<file path="config.mk">
export PLATFORM = sky130hd
export DESIGN_NAME = dbgk_core
export DESIGN_NICKNAME = d
export VERILOG_FILES = /design/src/dbgk_pkg.sv /design/src/dbgk_core.sv /design/src/dbgk_sib_rom.sv
export VERILOG_INCLUDE_DIRS = /design/src /design/src/src
export SDC_FILE = /design/constraint.sdc
export NUM_CORES = 1
export LEC_CHECK = 0
export CAP_MARGIN = 20
export CORE_ASPECT_RATIO = 0.8
export CORE_MARGIN = 2
export CORE_UTILIZATION = 40
export CTS_BUF_LIST = sky130_fd_sc_hd__clkbuf_16
export DETAILED_ROUTE_END_ITERATION = 12
export DONT_BUFFER_PORTS = 1
export MAX_ROUTING_LAYER = met4
export PLACE_DENSITY = 0.57
export SYNTH_ARGS = -nofsm -noshare
export SYNTH_HDL_FRONTEND = slang
export SYNTH_HIERARCHICAL = 1
export SYNTH_SLANG_ARGS = --single-unit
export TNS_END_PERCENT = 10
</file>
<file path="constraint.sdc">
create_clock -name pclk -period 6.6 [get_ports pclk]
set_input_delay 1.65 -clock pclk [delete_from_list [all_inputs] [get_ports pclk]]
set_output_delay 1.65 -clock pclk [all_outputs]
set_load 0.01 [all_outputs]
</file>
<file path="src/dbgk_params.svh">
// constants of the debug port key and information block logic
`ifndef DBGK_PARAMS_SVH
`define DBGK_PARAMS_SVH

// register indices, byte address is four times the index
`define DBGK_IDX_CTRLA 4'h2
`define DBGK_IDX_UNLOCK_STATUS 4'h7
`define DBGK_IDX_RESET_REQUEST 4'h8
`define DBGK_IDX_SYS_CTRLA 4'hA
`define DBGK_IDX_SYS_STATUS 4'hB
`define DBGK_IDX_BOOT_CHECKSUM 4'hC

// control a fields
`define DBGK_CTRLA_INTER_BYTE_DELAY_ENABLE_BIT 7
`define DBGK_CTRLA_GT_LSB 0
`define DBGK_CTRLA_RESET 8'h00

// unlock status fields
`define DBGK_KEY_UROW_BIT 5
`define DBGK_KEY_MEM_BIT 4
`define DBGK_KEY_ERASE_BIT 3

// system control a fields
`define DBGK_SYSCTRL_UROWDONE_BIT 1

// system status fields
`define DBGK_SYS_LOCK_BIT 0
`define DBGK_SYS_UROW_BIT 2
`define DBGK_SYS_MEM_BIT 3
`define DBGK_SYS_ERASE_FAIL_BIT 4
`define DBGK_SYS_IN_RESET_BIT 5

// reset request values
`define DBGK_RESET_SIGNATURE 8'hA5
`define DBGK_RESET_RELEASE 8'h00

// key signatures, least significant byte arrives first
`define DBGK_SIG_ERASE 64'h4E56_4D45_7261_7365
`define DBGK_SIG_MEM 64'h4E56_4D50_726F_6720
`define DBGK_SIG_UROW 64'h4E56_4D55_7326_7465

// stream sizes and inter-byte idle bits
`define DBGK_KEY_BYTES 5'h08
`define DBGK_SIB_BYTES 5'h10
`define DBGK_IDLE_BITS 2'h2
`define DBGK_RESERVED_BYTE 8'h00

`endif

</file>
<file path="src/dbgk_pkg.sv">
// types of the debug port key and information block logic
`default_nettype none
package dbgk_pkg;
  typedef enum logic [2:0] {
    DBGK_S_IDLE = 3'b000,
    DBGK_S_KEY_RX = 3'b001,
    DBGK_S_SIB_WAIT = 3'b010,
    DBGK_S_SIB_LOAD = 3'b011,
    DBGK_S_LD_RUN = 3'b100
  } dbgk_state_t;
endpackage : dbgk_pkg
`default_nettype wire

</file>
<file path="src/dbgk_core.sv">
// debug port key handling, information block readout and load streaming
//
// Operation
// [RL1] repeated load: guard only before first byte
// [RL2] programmer uses post-increment, instruction once
// [RL3] direct access repeats send address each time
// [RL4] key only 64 bits, block at most 128
// [RL5] frame count sets key or block bytes
// [RL6] no answer to key; block uses guard
// [RL7] boot checksum result readable when locked
// [RL8] delay bit adds two idle bits between bytes
// [RL9] no guard between same-direction bytes
// [RL10] information block readable regardless of lock
// [RL11] sixteen bytes full block, eight family only
// [RL12] fixed byte layout of information block
// [RL13] three keys with own invalidation conditions
// [RL14] exact 64-bit signature match activates key
// [RL15] valid erase key sets erase status bit
// [RL16] reset signature holds reset until zero
// [RL17] programmer erase sequence ends polling lock
// [RL18] erase success clears erase-failed bit
// [RL19] locked port refuses system bus access
// [RL20] repeated instruction runs count plus one
// [RL21] shift in eight bytes, compare after last
// [RL22] delay enable resets to zero
//
// Design decisions made here: the register offsets and the APB slave port.
`include "dbgk_params.svh"
`default_nettype none
module dbgk_core
  import dbgk_pkg::*;
#(
  parameter int SIB_BYTES = 16,
  parameter logic [55:0] FAMILY_IDENTIFIER = 56'h4641_4D49_4C59_20, // arbitrary value
  parameter logic [23:0] MEM_CTRL_REV = 24'h5030_31, // arbitrary value
  parameter logic [23:0] DEBUGGER_REV = 24'h4430_31, // arbitrary value
  parameter logic [7:0] DEBUG_OSC_FREQ = 8'h33 // arbitrary value
) (
  // clock and reset
  input wire logic pclk,
  input wire logic presetn,
  // apb slave
  input wire logic [11:0] paddr,
  input wire logic psel,
  input wire logic penable,
  input wire logic pwrite,
  input wire logic [31:0] pwdata,
  output logic [31:0] prdata,
  output logic pready,
  output logic pslverr,
  // decoded instructions from the link layer
  input wire logic key_start,
  input wire logic key_sib_mode,
  input wire logic [4:0] key_frames,
  input wire logic ld_start,
  input wire logic [2:0] ld_size,
  input wire logic [7:0] rpt_count,
  input wire logic link_break,
  // received bytes
  input wire logic rx_valid,
  input wire logic [7:0] rx_data,
  // load data from the access layer
  input wire logic ld_valid,
  input wire logic [7:0] ld_data,
  output logic ld_ready,
  // bytes to the physical layer
  input wire logic tx_ready,
  output logic tx_valid,
  output logic [7:0] tx_data,
  output logic tx_guard,
  output logic [1:0] tx_idle_bits,
  output logic [2:0] guard_time,
  // system side
  input wire logic lock_bits,
  input wire logic port_disable,
  input wire logic erase_done,
  input wire logic erase_fail,
  input wire logic nvm_prog_done,
  input wire logic urow_complete,
  input wire logic [7:0] boot_checksum_result,
  output logic sys_reset,
  output logic erase_start,
  output logic nvm_prog_enable,
  output logic urow_done,
  output logic sys_bus_allow
);
  localparam logic [127:0] SIB_CONTENT = {
    DEBUG_OSC_FREQ, `DBGK_RESERVED_BYTE, DEBUGGER_REV, MEM_CTRL_REV,
    `DBGK_RESERVED_BYTE, FAMILY_IDENTIFIER
  }; // [RL12]

  if (SIB_BYTES != 16) begin : g_check
    $error("information block must be sixteen bytes");
  end

  // index of a word-aligned register address
  function automatic logic [3:0] reg_idx(input logic [11:0] a);
    reg_idx = a[5:2];
  endfunction : reg_idx

  // true for a mapped, aligned register address
  function automatic logic reg_ok(input logic [11:0] a);
    logic [3:0] i;
    i = a[5:2];
    reg_ok = (a[11:6] == 6'h00) && (a[1:0] == 2'b00) &&
      (i == `DBGK_IDX_CTRLA || i == `DBGK_IDX_UNLOCK_STATUS ||
       i == `DBGK_IDX_RESET_REQUEST || i == `DBGK_IDX_SYS_CTRLA ||
       i == `DBGK_IDX_SYS_STATUS || i == `DBGK_IDX_BOOT_CHECKSUM);
  endfunction : reg_ok

  // stream state
  dbgk_state_t st_q, st_d;
  logic [10:0] cnt_q, cnt_d;
  logic [63:0] key_q, key_d;
  logic [3:0] idx_q, idx_d;
  logic first_q, first_d;
  logic txv_q, txv_d;
  logic [7:0] txd_q, txd_d;
  logic txg_q, txg_d;
  logic [1:0] txi_q, txi_d;
  logic ldr_q, ldr_d;
  logic key_done;
  logic [7:0] rom_data;
  // register state
  logic inter_byte_delay_enable_q, inter_byte_delay_enable_d;
  logic [2:0] gt_q, gt_d;
  logic [7:0] reset_request_code_q, reset_request_code_d;
  logic sysres_q, sysres_d;
  logic ke_q, ke_d, kn_q, kn_d, ku_q, ku_d;
  logic mp_q, mp_d, up_q, up_d;
  logic efail_q, efail_d;
  logic estart_q, estart_d;
  logic udone_q, udone_d;
  logic allow_q;
  // bus state
  logic pready_q, pready_d;
  logic pslverr_q, pslverr_d;
  logic [31:0] prdata_q, prdata_d;
  logic acc, wr, rel;
  logic [3:0] widx;

  dbgk_sib_rom #(
    .BYTES(SIB_BYTES),
    .CONTENT(SIB_CONTENT)
  ) u_rom (
    .pclk(pclk),
    .presetn(presetn),
    .addr(idx_q),
    .rd_data(rom_data)
  );

  // stream sequencer: key intake, block readout and load forwarding
  always_comb begin
    st_d = st_q;
    cnt_d = cnt_q;
    key_d = key_q;
    idx_d = idx_q;
    first_d = first_q;
    txv_d = txv_q;
    txd_d = txd_q;
    txg_d = txg_q;
    txi_d = txi_q;
    key_done = 1'b0;
    if (txv_q && tx_ready) begin
      txv_d = 1'b0;
    end
    case (st_q)
      DBGK_S_IDLE: begin
        if (key_start) begin
          if (key_sib_mode) begin
            // readout allowed whatever the lock state
            idx_d = 4'h0; // [RL10]
            first_d = 1'b1;
            cnt_d = (key_frames > `DBGK_SIB_BYTES) ? 11'(`DBGK_SIB_BYTES)
                                                   : 11'(key_frames); // [RL4] [RL5] [RL11]
            if (key_frames != 5'h00) begin
              st_d = DBGK_S_SIB_WAIT;
            end
          end else if (key_frames == `DBGK_KEY_BYTES) begin // [RL4]
            cnt_d = 11'(`DBGK_KEY_BYTES); // [RL5]
            st_d = DBGK_S_KEY_RX;
          end
        end else if (ld_start && !lock_bits && ld_size != 3'h0) begin // [RL19]
          // widen before the product so 256 blocks of four bytes still fit
          cnt_d = (11'(rpt_count) + 11'h001) * 11'(ld_size); // [RL20]
          first_d = 1'b1;
          st_d = DBGK_S_LD_RUN;
        end
      end
      DBGK_S_KEY_RX: begin
        // key bytes shift in from the top, no answer goes back
        if (rx_valid) begin
          key_d = {rx_data, key_q[63:8]}; // [RL14] [RL21] [RL6]
          cnt_d = cnt_q - 11'h001;
          if (cnt_q == 11'h001) begin
            key_done = 1'b1; // [RL21]
            st_d = DBGK_S_IDLE;
          end
        end
      end
      DBGK_S_SIB_WAIT: begin
        st_d = DBGK_S_SIB_LOAD;
      end
      DBGK_S_SIB_LOAD: begin
        if (!txv_q) begin
          txv_d = 1'b1;
          txd_d = rom_data;
          txg_d = first_q; // [RL6] [RL9]
          txi_d = (!first_q && inter_byte_delay_enable_q) ? `DBGK_IDLE_BITS : 2'h0; // [RL8]
          first_d = 1'b0;
          idx_d = idx_q + 4'h1;
          cnt_d = cnt_q - 11'h001;
          st_d = (cnt_q == 11'h001) ? DBGK_S_IDLE : DBGK_S_SIB_WAIT;
        end
      end
      DBGK_S_LD_RUN: begin
        if (ldr_q && ld_valid) begin
          txv_d = 1'b1;
          txd_d = ld_data;
          txg_d = first_q; // [RL1] [RL9]
          txi_d = (!first_q && inter_byte_delay_enable_q) ? `DBGK_IDLE_BITS : 2'h0; // [RL8]
          first_d = 1'b0;
          cnt_d = cnt_q - 11'h001; // [RL20]
          if (cnt_q == 11'h001) begin
            st_d = DBGK_S_IDLE;
          end
        end
      end
      default: begin
        st_d = DBGK_S_IDLE;
      end
    endcase
    if (link_break) begin
      st_d = DBGK_S_IDLE;
    end
    // ask for the next load byte only while the output slot is free
    ldr_d = (st_d == DBGK_S_LD_RUN) && !txv_d;
  end

  // stream registers
  always_ff @(posedge pclk or negedge presetn) begin
    if (!presetn) begin
      st_q <= DBGK_S_IDLE;
      cnt_q <= 11'h000;
      key_q <= 64'h0000_0000_0000_0000;
      idx_q <= 4'h0;
      first_q <= 1'b0;
      txv_q <= 1'b0;
      txd_q <= 8'h00;
      txg_q <= 1'b0;
      txi_q <= 2'h0;
      ldr_q <= 1'b0;
    end else begin
      st_q <= st_d;
      cnt_q <= cnt_d;
      key_q <= key_d;
      idx_q <= idx_d;
      first_q <= first_d;
      txv_q <= txv_d;
      txd_q <= txd_d;
      txg_q <= txg_d;
      txi_q <= txi_d;
      ldr_q <= ldr_d;
    end
  end

  // bus decode: one wait state, write lands on the pready edge
  assign acc = psel && penable;
  assign widx = reg_idx(paddr);
  assign wr = acc && pready_q && pwrite && reg_ok(paddr);
  assign rel = wr && widx == `DBGK_IDX_RESET_REQUEST &&
    pwdata[7:0] == `DBGK_RESET_RELEASE && sysres_q;

  // bus answer and read data
  always_comb begin
    pready_d = acc && !pready_q;
    pslverr_d = acc && !pready_q && !reg_ok(paddr);
    prdata_d = 32'h0000_0000;
    if (acc && !pready_q && !pwrite && reg_ok(paddr)) begin
      case (widx)
        `DBGK_IDX_CTRLA: begin
          prdata_d[`DBGK_CTRLA_INTER_BYTE_DELAY_ENABLE_BIT] = inter_byte_delay_enable_q;
          prdata_d[`DBGK_CTRLA_GT_LSB +: 3] = gt_q;
        end
        `DBGK_IDX_UNLOCK_STATUS: begin
          prdata_d[`DBGK_KEY_UROW_BIT] = ku_q;
          prdata_d[`DBGK_KEY_MEM_BIT] = kn_q;
          prdata_d[`DBGK_KEY_ERASE_BIT] = ke_q; // [RL15]
        end
        `DBGK_IDX_RESET_REQUEST: begin
          prdata_d[7:0] = reset_request_code_q;
        end
        `DBGK_IDX_SYS_STATUS: begin
          prdata_d[`DBGK_SYS_LOCK_BIT] = lock_bits; // [RL17]
          prdata_d[`DBGK_SYS_UROW_BIT] = up_q;
          prdata_d[`DBGK_SYS_MEM_BIT] = mp_q;
          prdata_d[`DBGK_SYS_ERASE_FAIL_BIT] = efail_q; // [RL18]
          prdata_d[`DBGK_SYS_IN_RESET_BIT] = sysres_q;
        end
        `DBGK_IDX_BOOT_CHECKSUM: begin
          prdata_d[7:0] = boot_checksum_result; // [RL7]
        end
        default: begin
          prdata_d = 32'h0000_0000;
        end
      endcase
    end
  end

  // control, reset request, keys and status next values
  always_comb begin
    inter_byte_delay_enable_d = inter_byte_delay_enable_q;
    gt_d = gt_q;
    reset_request_code_d = reset_request_code_q;
    sysres_d = sysres_q;
    ke_d = ke_q;
    kn_d = kn_q;
    ku_d = ku_q;
    mp_d = mp_q;
    up_d = up_q;
    efail_d = efail_q;
    estart_d = rel && ke_q;
    udone_d = 1'b0;
    if (wr && widx == `DBGK_IDX_CTRLA) begin
      inter_byte_delay_enable_d = pwdata[`DBGK_CTRLA_INTER_BYTE_DELAY_ENABLE_BIT]; // [RL8]
      gt_d = pwdata[`DBGK_CTRLA_GT_LSB +: 3];
    end
    if (wr && widx == `DBGK_IDX_RESET_REQUEST) begin
      reset_request_code_d = pwdata[7:0];
      if (pwdata[7:0] == `DBGK_RESET_SIGNATURE) begin
        sysres_d = 1'b1; // [RL16]
      end else if (pwdata[7:0] == `DBGK_RESET_RELEASE) begin
        sysres_d = 1'b0; // [RL16]
      end
    end
    if (wr && widx == `DBGK_IDX_SYS_CTRLA) begin
      udone_d = pwdata[`DBGK_SYSCTRL_UROWDONE_BIT];
    end
    // invalidation first so that a key arriving now still wins
    if (port_disable) begin
      ke_d = 1'b0; // [RL13]
    end
    if (nvm_prog_done) begin
      kn_d = 1'b0; // [RL13]
      mp_d = 1'b0;
    end
    if (wr && widx == `DBGK_IDX_UNLOCK_STATUS && pwdata[`DBGK_KEY_UROW_BIT]) begin
      ku_d = 1'b0; // [RL13]
    end
    if (urow_complete) begin
      up_d = 1'b0;
    end
    if (key_done) begin
      if (key_d == `DBGK_SIG_ERASE) begin
        ke_d = 1'b1; // [RL14] [RL15]
      end
      if (key_d == `DBGK_SIG_MEM) begin
        kn_d = 1'b1; // [RL14]
      end
      if (key_d == `DBGK_SIG_UROW) begin
        ku_d = 1'b1; // [RL14]
      end
    end
    // functions open at the release of a requested reset
    if (rel && kn_q && !lock_bits) begin
      mp_d = 1'b1; // [RL13]
    end
    if (rel && ku_q && lock_bits) begin
      up_d = 1'b1; // [RL13]
    end
    if (erase_done) begin
      efail_d = erase_fail; // [RL18]
    end
  end

  // control and status registers
  always_ff @(posedge pclk or negedge presetn) begin
    if (!presetn) begin
      inter_byte_delay_enable_q <= 1'(`DBGK_CTRLA_RESET >> `DBGK_CTRLA_INTER_BYTE_DELAY_ENABLE_BIT); // [RL22]
      gt_q <= 3'h0;
      reset_request_code_q <= 8'h00;
      sysres_q <= 1'b0;
      ke_q <= 1'b0; // [RL13]
      kn_q <= 1'b0;
      ku_q <= 1'b0;
      mp_q <= 1'b0;
      up_q <= 1'b0;
      efail_q <= 1'b0;
      estart_q <= 1'b0;
      udone_q <= 1'b0;
      allow_q <= 1'b0;
      pready_q <= 1'b0;
      pslverr_q <= 1'b0;
      prdata_q <= 32'h0000_0000;
    end else begin
      inter_byte_delay_enable_q <= inter_byte_delay_enable_d;
      gt_q <= gt_d;
      reset_request_code_q <= reset_request_code_d;
      sysres_q <= sysres_d;
      ke_q <= ke_d;
      kn_q <= kn_d;
      ku_q <= ku_d;
      mp_q <= mp_d;
      up_q <= up_d;
      efail_q <= efail_d;
      estart_q <= estart_d;
      udone_q <= udone_d;
      allow_q <= !lock_bits; // [RL19]
      pready_q <= pready_d;
      pslverr_q <= pslverr_d;
      prdata_q <= prdata_d;
    end
  end

  // outputs straight from flip-flops
  assign prdata = prdata_q;
  assign pready = pready_q;
  assign pslverr = pslverr_q;
  assign ld_ready = ldr_q;
  assign tx_valid = txv_q;
  assign tx_data = txd_q;
  assign tx_guard = txg_q;
  assign tx_idle_bits = txi_q;
  assign guard_time = gt_q;
  assign sys_reset = sysres_q;
  assign erase_start = estart_q;
  assign nvm_prog_enable = mp_q;
  assign urow_done = udone_q;
  assign sys_bus_allow = allow_q;
endmodule : dbgk_core
`default_nettype wire

</file>
<file path="src/dbgk_sib_rom.sv">
// information block read-only memory with registered read data
`default_nettype none
module dbgk_sib_rom #(
  parameter int BYTES = 16,
  parameter logic [127:0] CONTENT = 128'h0
) (
  // clock and reset
  input wire logic pclk,
  input wire logic presetn,
  // read port
  input wire logic [3:0] addr,
  output logic [7:0] rd_data
);
  logic [7:0] rom_w [BYTES];
  logic [7:0] rd_data_q;

  // byte n of the block sits at bits 8n+7..8n
  for (genvar i = 0; i < BYTES; i++) begin : g_byte
    assign rom_w[i] = CONTENT[i*8 +: 8];
  end

  // read data register
  always_ff @(posedge pclk or negedge presetn) begin
    if (!presetn) begin
      rd_data_q <= 8'h00;
    end else begin
      rd_data_q <= rom_w[addr];
    end
  end

  assign rd_data = rd_data_q;
endmodule : dbgk_sib_rom
`default_nettype wire

</file>
==> summary.md, run 1 <==
| Metric | Value |
|---|---|
| Clk_lat worst skew | between 400 and 500 ps |
| Global route overflow | 0 |
| WP data required | 6930 ps |
| Syn avg cell area | 8.655 um^2 |
| Die Ht | ~130 um |
| Num CTS Buffers | 17 |
| Cell taking the most area after synthesis | dfrtp_1 |
| CP Cell Sequence | ha_1 -> xor2_1 -> nand2_1 -> fa_1 -> inv_1 -> ha_1 -> fa_1 -> a21o_1 -> a211oi_1 -> o21bai_1 -> xnor2_1 -> o31a_1 -> o21ai_0 |
| Vias per cell | 5.230 |
| CP Max Fanout | 6 |
| Synth top area cells | dfrtp_1 45%, nand2_1 13%, ha_1 3.7% |
| H-tree levels | 4 |
| Final TNS setup | 0 ps |
| Post-synthesis sequential element count | 134 |
| Cells after Synth | 862 |
| Std-Cell Rows | 44 |
| Unrepaired setup endpoints after global routing | no |
| Global Route Usage Sum | 0.1880 |
| Flop2flop setup slack | 3560 ps |
| Post-Place Worst Slack | 1947 ps |
| Detailed Route Iter0 Violations | 417 |
| Largest net degree at the start of global routing | 135 |
| Routability Congestion | roughly 0.80 |
| Post-CTS Setup Inserts | 0 |
| CTS root buf | clkbuf_16 |
| Core ar. | 18220 um^2 |
| Metal2 WL | 7143 um |
| Worst r2r src | st_q[0]$_DFF_PN0_ |
| Routed wl met3 | 1220 um |
| Unique masters post-synth | 69 |
| Io pins | 157 |
| Most common cell after layout, fill and taps aside | nand2_1 |
| Setup-failing EPs final | 0 |
| CTS tree | done |
| FMAX | 235.4 MHz |
| Worst Reg-to-Reg Cells | 7 |
| Final HPWL DP | 12230 um |
| M1 WL | 8573 um |
| Hold Violations, Final | 0 |
| Worst Setup End Kind | flip-flop |
| Longest Clk Path Bufs | 2 |
| Outcome | complete, no violations |
| Hold Crit Class | flip-flop to flip-flop |
| Clk slew on worst S/H paths | 60 ps |
| Port bufs | 0 |
| Die width | 156.7 um |
| First-pass GRT wire length | 28830 um |
| Antenna diodes | 0 |
| Pins Over Slew Limit | 0 |
| Worst Hold Depth | 2 |
| DR top layer | met4 |
| Clock skew | 17.47 ps |
| Final Core Density | 0.4475 |
| Slowest cell on crit path | fa_1 |
| Initial Util | 0.4094 |
| Leakage | roughly 3.8 nW |
| Slew margin rel. | 0.3381 |
| CP Launch Type | input pin |
| Commonest non-fill, non-tap cells in the layout | 254 x nand2_1, 134 x dfrtp_1, 49 x nor2_1 |
| Worst Min Path Start | key_q[5]$_DFF_PN0_ |
| Wirelength, routed | 17030 um |
| Ratio of cells with drive above 1 in the final layout | 0.07209 |
| Fin crit share | 0.6437 |
| Residual DRC count | 0 |
| Nets | 979 |
| Main synth FF type | dfrtp_1 |
| Worst Tran Pin Value | 986.2 ps |
| Layout area overhead | 9.291% |
| Yosys Warn Count | 6 |
| Arrival @ worst endpoint | about 4600 ps |
| CP peak stage delay | 480 ps |
| Final hold slack | 468.6 ps |
| Hold_buf cts | 0 |
| Top delay family on crit path | adder cells |
| Power consumption | around 2.5 mW |
| Post-route antenna net violation count | 0 |
| Buffers and inverters on the worst path | 1 |
| Post-synth EDFFs | 0 |
| DIE AREA | 19770 um^2 |
| Max-Cap Viols | 0 |
| Final Worst Setup Slack | 2352 ps |
| Vias in the first global route | 5551 |
| Yosys top cell area share | 0.4494 |
| First-pass iteration count of the detailed router | 5 |
| Crit path time final | 4248 ps |
| Via count | 5821 |
| DR WL/cell | approximately 15 um |
| Seq/Total Area, Yosys | 0.4494 |
| Hold Path Sink | key_q[5]$_DFF_PN0_ |
| Ys async rst share | 1.000 |
| Num Clock Sinks | ~130 |
| VDD IR max | 0.1443 mV |
| Post_cts resized | 0 |
| CP Class | input pin to flip-flop |
| Initial antenna violation count | 0 |
| Post-synthesis instance area | 7461 um^2 |
| PD cells | 312.2 nW/um^2 |
| Endpoint of the worst register-to-register path | kn_q$_DFF_PN0_ |
-- state kept, by name, summed over array words and instances, names as in the netlist, 3 cells and up --
signal / cells
key_q: 64
cnt_q: 11
prdata: 8
reset_request_code_q: 8
tx_data: 8
u_rom/rd_data: 7
idx_q: 4
guard_time: 3
st_q: 3
-- layout make-up --
cell class              instances  area, um^2
fillers                      1801       10070
multi-input cells             651        3715
flip-flops and latches        134        3353
clock buffers                  17       425.4
well taps                     253       316.6
clock inverters                15       156.4
inverters                      36       135.1
repair buffers                  7       52.55
-- where the power goes --
| part | internal (mW) | total (mW) | switching (mW) |
|---|---|---|---|
| clock | 0.559 | 0.935 | 0.377 |
| sequential | 0.994 | 1.18 | 0.184 |
| combinational | 0.183 | 0.432 | 0.249 |
-- tightest hold or removal path: stages (launching register included) --
cell and delay [ps]:
dfrtp_1 330, nand2_1 50, nand2_1 50
-- cells in the mapped netlist, types with 7 or more instances --
| master | n |
|---|---|
| clkbuf_1 | 27 |
| xor2_1 | 7 |
| nand2_1 | 254 |
| nor3_1 | 23 |
| nor2_1 | 49 |
| xnor2_1 | 7 |
| nor4b_1 | 7 |
| nand2b_1 | 11 |
| fa_1 | 8 |
| a21oi_1 | 28 |
| a22oi_1 | 7 |
| ha_1 | 22 |
| a221oi_1 | 7 |
| o21ai_0 | 37 |
| nor2b_1 | 10 |
| inv_1 | 36 |
| nor4_1 | 16 |
| buf_4 | 27 |
| nor3b_1 | 7 |
| nand3_1 | 9 |
| dfrtp_1 | 134 |
| a31oi_1 | 15 |
| nand4_1 | 11 |
| mux2_2 | 14 |
-- through the flow --
step | std cells | cell area (um^2)
after floorplan | 886 | 7551
after global placement | 1081 | 7572
after detailed placement | 1081 | 7572
after CTS | 1113 | 8154
after global routing | 1113 | 8154
final | 1113 | 8154
-- how the worst max path moves through the flow --
stage / from / to / slack (ps) / cells past startpoint
2_1_floorplan: rpt_count[0] / cnt_q[8]$_DFFE_PN0P_ / 2230 / 13
3_3_place_gp: rpt_count[0] / cnt_q[8]$_DFFE_PN0P_ / 1990 / 13
3_5_place_dp: rpt_count[0] / cnt_q[8]$_DFFE_PN0P_ / 1950 / 13
4_1_cts: rpt_count[0] / cnt_q[8]$_DFFE_PN0P_ / 2320 / 13
5_1_grt: rpt_count[0] / cnt_q[8]$_DFFE_PN0P_ / 2080 / 13
6_report: rpt_count[0] / cnt_q[8]$_DFFE_PN0P_ / 2350 / 13
-- per-layer routing --
layer  vias to the layer above  global-route usage
met3                         9             0.04714
li1                       2868                   -
met5                         -                   -
met1                      2763              0.2754
met4                         0             0.05019
met2                       181              0.2573
-- kinds of logic after synthesis --
| family | share of synthesized area |
|---|---|
| muxes | 0.02381 |
| and+or+nand+nor | 0.2683 |
| DFF | 0.4494 |
| buffers and inverters | 0.06691 |
| adders and majority gates | 0.05836 |
| AOI/OAI and AO/OA | 0.1157 |
| other | 0.001007 |
| xor gates and xnor gates | 0.01644 |
No activity file was read; power rests on OpenSTA's default activity.
==> run 2: changes to the inputs <==
--- a/config.mk
+++ b/config.mk
@@ -14,7 +14,7 @@
 export DETAILED_ROUTE_END_ITERATION = 12
 export DONT_BUFFER_PORTS = 1
 export MAX_ROUTING_LAYER = met4
-export PLACE_DENSITY = 0.57
+export PLACE_DENSITY = 0.59
 export SYNTH_ARGS = -nofsm -noshare
 export SYNTH_HDL_FRONTEND = slang
 export SYNTH_HIERARCHICAL = 1
==> constraint.sdc (replaced) <==
create_clock -name pclk -period 3.8 [get_ports pclk]
set_input_delay 0.95 -clock pclk [delete_from_list [all_inputs] [get_ports pclk]]
set_output_delay 0.95 -clock pclk [all_outputs]
set_load 0.01 [all_outputs]
==> summary.md, run 2 (synthesis results as in run 1) <==
| Metric | Value |
|---|---|
| Outcome | complete, no violations |
| Port bufs | 0 |
| Final HPWL DP | 12190 um |
| CP Launch Type | input pin |
| Detailed Route Iter0 Violations | approximately 460 |
| Clock skew | ~11 ps |
| Worst Tran Pin Value | 792.4 ps |
| Pins Over Slew Limit | 0 |
| DIE AREA | 19770 um^2 |
| Global route overflow | 0 |
| Ratio of cells with drive above 1 in the final layout | 0.07843 |
| Crit path time final | between 3000 and 4000 ps |
| Multi-input logic area | 3715 um^2 |
| Leakage | 3.828 nW |
| Residual DRC count | 0 |
| Clk_lat worst skew | 420 ps |
| Commonest non-fill, non-tap cells in the layout | 254 x nand2_1, 134 x dfrtp_1, 49 x nor2_1 |
| DR WL/cell | 15.35 um |
| Vias in the first global route | 5450 |
| Initial Util | 0.4094 |
| Die Ht | 126.2 um |
| Initial antenna violation count | 0 |
| Final Core Density | 0.4495 |
| Arrival @ worst endpoint | around 3700 ps |
| Hold Crit Class | input pin to asynchronous set/reset pin |
| Hold Violations, Final | 0 |
| Power consumption | about 4.4 mW |
| CP peak stage delay | 480 ps |
| Die width | around 160 um |
| Nets | 986 |
| Largest register by flop count | key_q |
| CTS tree | done |
| Antenna diodes | 0 |
| Post-route antenna net violation count | 0 |
| Slowest cell on crit path | fa_1 |
| Unrepaired setup endpoints after global routing | no |
| Largest net degree at the start of global routing | 135 |
| Final hold slack | 222.2 ps |
| Wirelength, routed | 17200 um |
| Num CTS Buffers | 17 |
| Global Route Usage Sum | 0.1855 |
| CTS root buf | clkbuf_16 |
| First-pass iteration count of the detailed router | 5 |
| WP data required | 4130 ps |
| Worst Setup End Kind | flip-flop |
| Fin crit share | 0.8983 |
| Seq pwr share | 0.466 |
| Final Worst Setup Slack | a little under 400 ps |
| Slew margin rel. | 0.4706 |
| Register area | between 3000 and 4000 um^2 |
| H-tree levels | 4 |
| Layout area overhead | 9.794% |
| P_sw | 1.385 mW |
| Number of flip-flops under the largest register name | 64 |
| Post_cts resized | 0 |
| Internal power | 3.006 mW |
| Post-CTS Setup Inserts | 0 |
| Sw Share | 0.3154 |
| Max-Cap Viols | 0 |
| Longest Clk Path Bufs | 2 |
| CP Class | input pin to flip-flop |
| Post-Place Worst Slack | -12.96 ps |
| Clk network pwr share | 0.361 |
| Most common cell after layout, fill and taps aside | nand2_1 |
| Core ar. | 18220 um^2 |
| Std-Cell Rows | 44 |
| Vias per cell | 5.241 |
| Clk slew on worst S/H paths | 60 ps |
| PD cells | 536.1 nW/um^2 |
| First-pass GRT wire length | 28430 um |
| Routability Congestion | 0.8045 |
| VDD IR max | around 0.31 mV |
| Num Clock Sinks | 134 |
| Regs by FF count | key_q (64), cnt_q (11) |
| Final TNS setup | 0 ps |
| Via count | 5870 |
| Io pins | 157 |
| Fillcell total | 1808 |
| CP Max Fanout | 6 |
| FMAX | between 200 and 300 MHz |
| Part of the power in combinational logic | 0.173 |
| CP Cell Sequence | ha_1 -> buf_4 -> nand3_1 -> xnor2_1 -> nand2_1 -> fa_1 -> inv_1 -> ha_1 -> a21o_1 -> a211oi_1 -> o21bai_1 -> xnor2_1 -> o31a_1 -> o21ai_0 |
| Setup-failing EPs final | 0 |
| Hold_buf cts | 0 |
[run 2: cell types whose count changed in the layout (fill, tap and decap cells not counted)]
cell,delta
inv_8,-1
inv_6,-2
clkinvlp_4,+3
clkinv_2,+1
clkinv_4,-2
inv_1,+1
buf_4,+7
[run 2: per-layer routing]
layer  global-route usage  share of wire  vias to the layer above  routed length (um)
met5                    -              0                        -                   0
met4              0.05613          0.012                        0                 208
met3              0.04990          0.073                       14                1252
met2               0.2470           0.42                      190                7155
met1               0.2724           0.50                     2783                8579
li1                     -              -                     2883                   -
[run 2: area by class of cell]
cell class / count / share of cell area
inverter: 36 / 0.01650
multi-input combinational: 651 / 0.4535
sequential: 134 / 0.4093
tap: 253 / 0.03864
clock inverter: 15 / 0.01726
clock buffer: 17 / 0.05193
timing repair buffer: 14 / 0.01283
[run 2: path summary, 6_finish.rpt]
kind                            slack, ps                      to                from  depth (start not counted)
worst max-delay path                  390    cnt_q[8]$_DFFE_PN0P_        rpt_count[0]                         14
worst min-delay path                  220  tx_data[2]$_DFFE_PN0P_             presetn                          0
worst max register to register       1190          kn_q$_DFF_PN0_   st_q[0]$_DFF_PN0_                          6
worst min register to register        470      key_q[5]$_DFF_PN0_  key_q[5]$_DFF_PN0_                          2
max in group asynchronous            3300      key_q[5]$_DFF_PN0_             presetn                          0
min in group pclk                     470      key_q[5]$_DFF_PN0_  key_q[5]$_DFF_PN0_                          2
[run 2: power by group through the flow]
stage,clock [mW],sequential [mW],combinational (mW)
5_1_grt,1.69,2.10,0.887
3_3_place_gp,0,2.07,0.742
4_1_cts,1.62,2.05,0.760
3_5_place_dp,0,2.07,0.753
2_1_floorplan,0,1.96,0.658
6_report,1.58,2.05,0.761
[run 2: per-stage QoR]
stage               cells  cell area (um^2)
floorplan             886              7551
global placement     1088              7625
detailed placement   1088              7625
CTS                  1120              8192
global route         1120              8192
finish               1120              8192
[run 2: critical path, delay by kind of cell]
kind / cells / cell delay (ps)
buffers and inverters: 2 / 170
AND/OR/NAND/NOR: 2 / 190
adder cells (fa/ha/maj): 3 / 1000
AO/OA/AOI/OAI: 5 / 1040
XOR/XNOR: 2 / 370
